File: config.mk
export PLATFORM = sky130hd
export DESIGN_NAME = xbt_chain
export DESIGN_NICKNAME = d
export VERILOG_FILES = /design/src/xbt_pkg.sv /design/src/xbt_chain.sv
export SDC_FILE = /design/constraint.sdc
export NUM_CORES = 1
export LEC_CHECK = 0
export BUFFER_PORTS_ARGS = -buffer_cell sky130_fd_sc_hd__clkbuf_2
export CORE_UTILIZATION = 32
export CTS_CLUSTER_SIZE = 28
export DETAILED_ROUTE_END_ITERATION = 8
export GPL_TIMING_DRIVEN = 1
export PLACE_DENSITY = 0.78
export SLEW_MARGIN = 20
export SYNTH_ARGS = -nofsm -noshare
export SYNTH_HDL_FRONTEND = slang
export SYNTH_SLANG_ARGS = --single-unit
File: constraint.sdc
create_clock -name clk -period 2 [get_ports clk]
set_input_delay 0.4 -clock clk [delete_from_list [all_inputs] [get_ports clk]]
set_output_delay 0.4 -clock clk [all_outputs]
set_load 0.02 [all_outputs]
File: src/xbt_pkg.sv
/*
  Shared constants and carrier types for the board test chain block.
  Assumes a single 100 MHz clock domain; pins are sampled synchronously.

  What the chain mode does, rule by rule:
*/
// What this block does
// - Sampling the strap pair and the lane-0 pin both low at the release of the host bus reset enters test mode.
// - Sampling either of those pins high at a later release of the host bus reset leaves test mode.
// - A power-on reset clears test mode whatever the pin levels.
// - While test mode is active every pad function is cut off and every pad is an input except the chain output.
// - The chain result leaves on the shared tachometer pin, driven only while test mode is active.
// - The host bus reset pin and the supply pins do not feed the chain; every other signal pin does.
// - In test mode a change of any single chain input inverts the chain output, which is the parity of all inputs.
// - After entry the strap pair pins act as ordinary chain inputs.
// - With all inputs low, or all high, the chain output is low, the input count being even.
// - After exit, toggling any former chain input no longer changes the chain output pin.
package xbt_pkg;

  // Number of signal pins feeding the chain (must be even)
  localparam int unsigned XBT_CHAIN_W    = 94;
  // Index of the frame strap and lane-0 pins within the chain vector
  localparam int unsigned XBT_FRAME_IDX  = 0;
  localparam int unsigned XBT_LAD0_IDX   = 1;
  // Reset value of the mode flag
  localparam logic        XBT_MODE_RST   = 1'b0;
  // Reset value of the chain output register
  localparam logic        XBT_OUT_RST    = 1'b0;
  // Reset value of the host bus reset history; high so that a power-on
  // reset with the host pin already high never looks like a release
  localparam logic        XBT_HBR_RST    = 1'b1;

  // Mode tracking states
  typedef enum logic [0:0] {
    XBT_NORMAL = 1'b0,
    XBT_CHAIN  = 1'b1
  } xbt_mode_e;

  // Pad drive for the shared tachometer pin
  typedef struct packed {
    logic o;
    logic oe;
  } xbt_pad_s;

endpackage

File: src/xbt_chain.sv
/*
  Board test chain mode: strap capture on host bus reset release,
  pad cut-off strobe, and the parity chain onto the tachometer pin.
  Assumes pins arrive synchronous to clk; resetn is the power-on reset.

  Behaviour in brief:
    The mode flag moves only on a rising edge of the host bus reset pin,
    seen as a low-to-high step between two clock edges, or on resetn.
    While the flag is set the tachometer pad is driven with the parity
    of every chain input, one clock behind the pins.
    While the flag is clear the pad is released and its value held low.
  Hazards:
    The edge history resets high, so a power-on reset with the host pin
    already high cannot fake a release and re-enter the mode.
    The chain width must stay even, or all-high inputs give a high pad.
*/
`timescale 1ns/1ns
module xbt_chain
  import xbt_pkg::*;
#(
  parameter int unsigned CHAIN_W = XBT_CHAIN_W
) (
  // Clock and power-on reset
  input  wire logic               clk,
  input  wire logic               resetn,
  // Host bus reset pin, excluded from the chain
  input  wire logic               host_bus_reset_n,
  // All other signal pin inputs, frame strap and lane 0 included
  input  wire logic [CHAIN_W-1:0] chain_in,
  // Shared tachometer pin drive
  output logic                    chain_output_pin_o,
  output logic                    chain_output_pin_oe,
  // High while pad functions are cut off
  output logic                    test_mode
);

  xbt_mode_e mode_r;
  xbt_mode_e mode_nxt;
  logic      hbr_q_r;
  xbt_pad_s  pad_r;
  xbt_pad_s  pad_nxt;

  // Release edge and strap decode
  wire logic release_edge = host_bus_reset_n & ~hbr_q_r;
  wire logic straps_low   = ~chain_in[XBT_FRAME_IDX] &
                            ~chain_in[XBT_LAD0_IDX];
  // Parity of all chain inputs; even count keeps all-high low
  wire logic parity       = ^chain_in;

  // Mode next value, loaded only at release
  always_comb begin
    mode_nxt = mode_r;
    if (release_edge) begin
      mode_nxt = straps_low ? XBT_CHAIN : XBT_NORMAL;
    end
  end

  // Pad next value
  always_comb begin
    pad_nxt.oe = (mode_nxt == XBT_CHAIN);
    pad_nxt.o  = (mode_nxt == XBT_CHAIN) ? parity : XBT_OUT_RST;
  end

  // Mode flag, power-on cleared
  always_ff @(posedge clk) begin
    if (!resetn) begin
      mode_r  <= XBT_NORMAL;
      hbr_q_r <= XBT_HBR_RST;
      pad_r   <= '{o: XBT_OUT_RST, oe: 1'b0};
    end else begin
      mode_r  <= mode_nxt;
      hbr_q_r <= host_bus_reset_n;
      pad_r   <= pad_nxt;
    end
  end

  assign chain_output_pin_o  = pad_r.o;
  assign chain_output_pin_oe = pad_r.oe;
  assign test_mode           = pad_r.oe;

  // Checks
  property p_enter;
    @(posedge clk) disable iff (!resetn)
      (host_bus_reset_n && !$past(host_bus_reset_n) && straps_low)
      |=> test_mode;
  endproperty
  a_enter: assert property (p_enter) else $error("entry missed");

  property p_exit;
    @(posedge clk) disable iff (!resetn)
      (host_bus_reset_n && !$past(host_bus_reset_n) && !straps_low)
      |=> !test_mode;
  endproperty
  a_exit: assert property (p_exit) else $error("exit missed");

  property p_por;
    @(posedge clk) !resetn |=> !test_mode && !chain_output_pin_oe;
  endproperty
  a_por: assert property (p_por) else $error("por not cleared");

  property p_stable;
    @(posedge clk) disable iff (!resetn)
      !(host_bus_reset_n && !$past(host_bus_reset_n))
      |=> $stable(test_mode);
  endproperty
  a_stable: assert property (p_stable) else $error("mode moved");

  property p_parity;
    @(posedge clk) disable iff (!resetn)
      (mode_nxt == XBT_CHAIN) |=> chain_output_pin_o == $past(^chain_in);
  endproperty
  a_parity: assert property (p_parity) else $error("bad parity");

  property p_toggle;
    @(posedge clk) disable iff (!resetn)
      (test_mode && mode_nxt == XBT_CHAIN && $countones(chain_in ^
        $past(chain_in)) == 1) |=> $changed(chain_output_pin_o);
  endproperty
  a_toggle: assert property (p_toggle) else $error("no toggle");

  property p_oe;
    @(posedge clk) disable iff (!resetn)
      chain_output_pin_oe == test_mode;
  endproperty
  a_oe: assert property (p_oe) else $error("oe mismatch");

  property p_quiet;
    @(posedge clk) disable iff (!resetn)
      !test_mode |-> !chain_output_pin_o;
  endproperty
  a_quiet: assert property (p_quiet) else $error("output live");

  property p_even;
    @(posedge clk) disable iff (!resetn)
      (mode_nxt == XBT_CHAIN && (&chain_in || ~|chain_in))
      |=> !chain_output_pin_o;
  endproperty
  a_even: assert property (p_even) else $error("even not low");

  // Mode flag checks

  // Host pin held low alone never moves the mode
  property p_hold_low;
    @(posedge clk) disable iff (!resetn)
      !host_bus_reset_n |=> $stable(test_mode);
  endproperty
  a_hold_low: assert property (p_hold_low) else $error("low moved");

  // Mode flag and pad enable come from the same decision
  property p_mode_match;
    @(posedge clk) disable iff (!resetn)
      test_mode == (mode_r == XBT_CHAIN);
  endproperty
  a_mode_match: assert property (p_mode_match) else $error("flag split");

  // Enable rises only after a release edge
  property p_oe_rise;
    @(posedge clk) disable iff (!resetn)
      $rose(chain_output_pin_oe) |-> $past(release_edge);
  endproperty
  a_oe_rise: assert property (p_oe_rise) else $error("stray rise");

  // Enable falls only after a release edge or a power-on reset
  property p_oe_fall;
    @(posedge clk) disable iff (!resetn)
      $fell(chain_output_pin_oe) |-> $past(release_edge) || !$past(resetn);
  endproperty
  a_oe_fall: assert property (p_oe_fall) else $error("stray fall");

  // Mode held between release edges
  property p_mode_stays;
    @(posedge clk) disable iff (!resetn)
      test_mode && !release_edge |=> test_mode;
  endproperty
  a_mode_stays: assert property (p_mode_stays) else $error("mode lost");

  // Normal operation held between release edges
  property p_exit_stays;
    @(posedge clk) disable iff (!resetn)
      !test_mode && !release_edge |=> !test_mode;
  endproperty
  a_exit_stays: assert property (p_exit_stays) else $error("mode crept");

  // A release is always a low-to-high step of the host pin
  property p_release_low;
    @(posedge clk) disable iff (!resetn)
      release_edge |-> !$past(host_bus_reset_n);
  endproperty
  a_release_low: assert property (p_release_low) else $error("false edge");

  // No release edge straight after power-on reset
  property p_no_false_edge;
    @(posedge clk) disable iff (!resetn)
      $rose(resetn) |-> !release_edge;
  endproperty
  a_no_false_edge: assert property (p_no_false_edge)
    else $error("edge after por");

  // Power-on reset drops the pad value too
  property p_por_out;
    @(posedge clk) !resetn |=> !chain_output_pin_o;
  endproperty
  a_por_out: assert property (p_por_out) else $error("por out high");

  // Pad checks

  // Released pad carries no value
  property p_off_low;
    @(posedge clk) disable iff (!resetn)
      !chain_output_pin_oe |-> !chain_output_pin_o;
  endproperty
  a_off_low: assert property (p_off_low) else $error("off pad high");

  // Entry turns the pad driver on
  property p_enter_oe;
    @(posedge clk) disable iff (!resetn)
      release_edge && straps_low |=> chain_output_pin_oe;
  endproperty
  a_enter_oe: assert property (p_enter_oe) else $error("pad not on");

  // Entry shows the parity at once
  property p_enter_out;
    @(posedge clk) disable iff (!resetn)
      release_edge && straps_low |=> chain_output_pin_o == $past(parity);
  endproperty
  a_enter_out: assert property (p_enter_out) else $error("entry value");

  // Exit releases the pad and drops its value
  property p_exit_oe;
    @(posedge clk) disable iff (!resetn)
      release_edge && !straps_low |=> !chain_output_pin_oe &&
        !chain_output_pin_o;
  endproperty
  a_exit_oe: assert property (p_exit_oe) else $error("pad still on");

  // Chain checks

  // Frame strap alone toggles the output once in the mode
  property p_frame_in;
    @(posedge clk) disable iff (!resetn)
      (test_mode && mode_nxt == XBT_CHAIN &&
        $countones(chain_in ^ $past(chain_in)) == 1 &&
        $changed(chain_in[XBT_FRAME_IDX])) |=> $changed(chain_output_pin_o);
  endproperty
  a_frame_in: assert property (p_frame_in) else $error("frame dead");

  // Lane-0 pin alone toggles the output once in the mode
  property p_lane_in;
    @(posedge clk) disable iff (!resetn)
      (test_mode && mode_nxt == XBT_CHAIN &&
        $countones(chain_in ^ $past(chain_in)) == 1 &&
        $changed(chain_in[XBT_LAD0_IDX])) |=> $changed(chain_output_pin_o);
  endproperty
  a_lane_in: assert property (p_lane_in) else $error("lane dead");

  // The last pin of the vector feeds the chain as well
  property p_top_in;
    @(posedge clk) disable iff (!resetn)
      (test_mode && mode_nxt == XBT_CHAIN &&
        $countones(chain_in ^ $past(chain_in)) == 1 &&
        $changed(chain_in[CHAIN_W-1])) |=> $changed(chain_output_pin_o);
  endproperty
  a_top_in: assert property (p_top_in) else $error("top pin dead");

  // Two pins changing together cancel
  property p_two_change;
    @(posedge clk) disable iff (!resetn)
      (test_mode && mode_nxt == XBT_CHAIN &&
        $countones(chain_in ^ $past(chain_in)) == 2)
      |=> $stable(chain_output_pin_o);
  endproperty
  a_two_change: assert property (p_two_change) else $error("pair moved");

  // Quiet pins give a quiet output
  property p_steady;
    @(posedge clk) disable iff (!resetn)
      (test_mode && mode_nxt == XBT_CHAIN && $stable(chain_in))
      |=> $stable(chain_output_pin_o);
  endproperty
  a_steady: assert property (p_steady) else $error("output moved");

  // All inputs low gives a low output
  property p_all_low;
    @(posedge clk) disable iff (!resetn)
      (mode_nxt == XBT_CHAIN && ~|chain_in) |=> !chain_output_pin_o;
  endproperty
  a_all_low: assert property (p_all_low) else $error("low not low");

  // All inputs high gives a low output
  property p_all_high;
    @(posedge clk) disable iff (!resetn)
      (mode_nxt == XBT_CHAIN && &chain_in) |=> !chain_output_pin_o;
  endproperty
  a_all_high: assert property (p_all_high) else $error("high not low");

  c_enter: cover property (@(posedge clk) disable iff (!resetn)
    !test_mode ##1 test_mode);
  c_exit: cover property (@(posedge clk) disable iff (!resetn)
    test_mode ##1 !test_mode);
  c_tog: cover property (@(posedge clk) disable iff (!resetn)
    test_mode && $changed(chain_output_pin_o));
  // Every input high while the mode holds
  c_all_high: cover property (@(posedge clk) disable iff (!resetn)
    test_mode && &chain_in);
  // Host pin low while the mode holds
  c_hold: cover property (@(posedge clk) disable iff (!resetn)
    test_mode && !host_bus_reset_n);

endmodule // xbt_chain

==> reports/summary.log <==
[placement] port buffer count 99
[layout] final-stage net count 304
[clock_tree] clock-pin slew of the registers on the worst-case setup and hold paths 0.04 ns
[global_route] initial antenna violation count 0
[clock_tree] hold-fix buffer count after cts 0
[layout] signed area change from the synthesized netlist to the final layout 59.2%
[layout] leading cell types in the layout, fill and taps excluded 99 x clkbuf_2, 77 x xnor2_1, 13 x xor2_1
[floorplanning] floorplan die area 0.00314 mm²
[route] drt pass-1 iters 2
[worst_setup_path] number of buffers and inverters on the critical path 2
[power] power density of the placed cells 638 mW/mm²
[layout] share of layout cells above drive strength 1 49.8%
[clock_tree] Clock Root Buffer clkbuf_4
[sta] Final Setup Violations 0
[floorplanning] Initial Util 33.8%
[floorplanning] CORE AREA 0.00276 mm²
[route] Post-route DRC 0
[worst_setup_path] WS Path Type input port to register
[clock_tree] CTS H-tree lvls 1
[route] number of nets with antenna violations after detailed routing 0
[placement] estimated wirelength of the detail-placed design 1.77 mm
[min_path] min-delay worst type input port to register
[placement] Final GP Congestion 0.707
[synthesis] net count after synthesis 201
[run_status] outcome finished, final reports clean
[global_route] vias in the first global route 961
[route] average detailed-routed wire length per instance 7.60 µm
[worst_setup_path] largest driver fanout on the critical path 1
[clock_tree] CTS buffer count 3
[sta] worst-case headroom to the max-slew limit 85.7%
[global_route] largest net degree at the start of global routing 4
[floorplanning] count of standard-cell rows 19
[sta] Slew Viols, Final 0
[flow_run] Max Cap Violations 0
[synthesis] most area-hungry cell type in the Yosys netlist xnor2_1
[power] leakage power summed over all cells 0.711 nW
[worst_setup_path] category of cells accounting for the largest share of critical-path delay XOR/XNOR gates
[placement] instance area after placement 0.00146 mm²
[clock_tree] # Post-CTS Setup Buffers 0
[clock_tree] post-CTS resize count 0
[global_route] gr usage total 12.4%
[worst_setup_path] Worst EP arrival 1.94 ns
[route] number of vias after detailed routing 982
[global_route] aggregate global routing overflow 0
[worst_setup_path] Max stage delay cell, worst path ha_1
[synthesis] sequential element share of the synthesized area 6.43%
[clock_tree] Max Buffers Root-to-Sink 2
[worst_setup_path] Critical Path RT 2.12 ns
[layout] final antenna diode count 0
[route] aggregate routed wire length 1.79 mm
[clock_tree] clock tree from TritonCTS built
[worst_setup_path] launching element type of the critical path input port
[synthesis] Synth Area per Inst 9.06 µm²
[clock_tree] clock net sink count 3
[worst_setup_path] cell breakdown of the critical path clkbuf_2 > inv_1 > ha_1 > xnor2_1 > xnor2_1 > xnor2_1 > xnor2_1 > xnor2_1 > xnor3_1 > and2_1
[floorplanning] width of the die 56.0 µm
[sta] total count of hold-check failures in the final report 0
[synthesis] post-synthesis instance total 103
[layout] fin area 0.00149 mm²
[synthesis] count of distinct cell types in the synthesized netlist 11
[sta] peak clock frequency supported by timing 547 MHz
[global_route] wire length of the first global-routing pass 3.19 mm
[route] number of DRC markers after the initial detailed-route iteration 12
[sta] pin slew with the least headroom to its limit 0.213 ns
[synthesis] number of storage elements in the synthesis netlist 3
[worst_setup_path] element type at the critical path end register
[sta] Final Cycle Share 91.4%
[sta] unrepaired setup endpoints after global routing no
[power] maximum vdd ir drop 0.642 mV
[synthesis] Synthesis Warnings 0
[floorplanning] top-level port count 100
[clock_tree] Clk Latency, worst-skew pair 0.22 ns
[synthesis] Area contributors post-synth xnor2_1 72%, xor2_1 12%, dfxtp_1 6.4%
[layout] leading cell type in the layout, fill and taps excluded clkbuf_2
[worst_setup_path] highest cell delay on the worst timing path 0.29 ns
[synthesis] post-synthesis instance area 933 µm²
[route] post-DR vias/cell 4.16
[power] total chip power 948 µW
[sta] fin crit period 1.83 ns
[synthesis] area share of the leading cell type in the synthesized netlist 72.3%
[worst_setup_path] cell repeated most along the worst path xnor2_1
[sta] worst setup skew after layout 0.000362 ns
[floorplanning] die height 56.0 µm
final timing paths:
path / start / to / slack [ns] / cells past startpoint
setup / recovery: chain_in[0] / chain_output_pin_o$_SDFF_PN0_ / 0.17 / 10
setup reg to reg: hbr_q_r$_SDFF_PN1_ / chain_output_pin_o$_SDFF_PN0_ / 1.09 / 4
hold reg to reg: mode_r$_SDFF_PN0_ / mode_r$_SDFF_PN0_ / 0.55 / 2
hold / removal: resetn / hbr_q_r$_SDFF_PN1_ / 0.35 / 2
per-layer routing:
layer  wire [µm]  track usage [%]  vias up
met5           0                0        -
met4          21             5.23        0
met3         195             2.09        2
met2        1020             27.2       54
met1         555             10.1      412
li1            -                -      514
cell families (layout without fill, tap and decap cells):
family                   Yosys count  in the layout  share of synthesized area (%)
AND/OR/NAND/NOR                    4              4                           2.68
flip-flops                         3              3                           6.43
XOR/XNOR                          91             91                           86.9
buffers and inverters              3            105                           1.61
multiplexers                       1              1                           1.07
adder cells (fa/ha/maj)            1              1                           1.34
cells in the mapped netlist (all sizes together):
master,instances
nand2b,1
mux2i,1
xnor2,77
ha,1
dfxtp,3
inv,2
nor2b,2
buf,1
xor2,13
and2,1
xnor3,1
report_power, final:
part / total, mW / internal [mW] / switching [mW]
clock: 0.102 / 0.0745 / 0.0273
combinational: 0.780 / 0.506 / 0.274
sequential: 0.0660 / 0.0648 / 0.00129
per-stage QoR:
stage | setup WS, ns | hold slack [ns] | setup TNS [ns] | util [%] | std cells
2_1_floorplan | 0.0752 | 0.473 | 0 | - | 103
3_3_place_gp | -0.0438 | 0.554 | -0.0438 | 52.9 | 232
3_5_place_dp | -0.0627 | 0.551 | -0.0627 | 52.9 | 232
4_1_cts | 0.171 | 0.353 | 0 | 53.9 | 236
5_1_grt | 0.0148 | 0.362 | 0 | 53.9 | 236
6_report | 0.173 | 0.352 | 0 | 53.9 | 236
registers in the layout (all words and copies together), names as in the netlist:
| signal | count |
|---|---|
| hbr_q_r | 1 |
| chain_output_pin_o | 1 |
| mode_r | 1 |
cell type report:
type | instances | area [µm²]
fillers | 291 | 1270
multi-input cells | 97 | 858
repair buffers | 99 | 495
flip-flops and latches | 3 | 60.1
well taps | 31 | 38.8
clock buffers | 4 | 26.3
inverters | 2 | 7.51
Power figures use the tool's default switching activity.
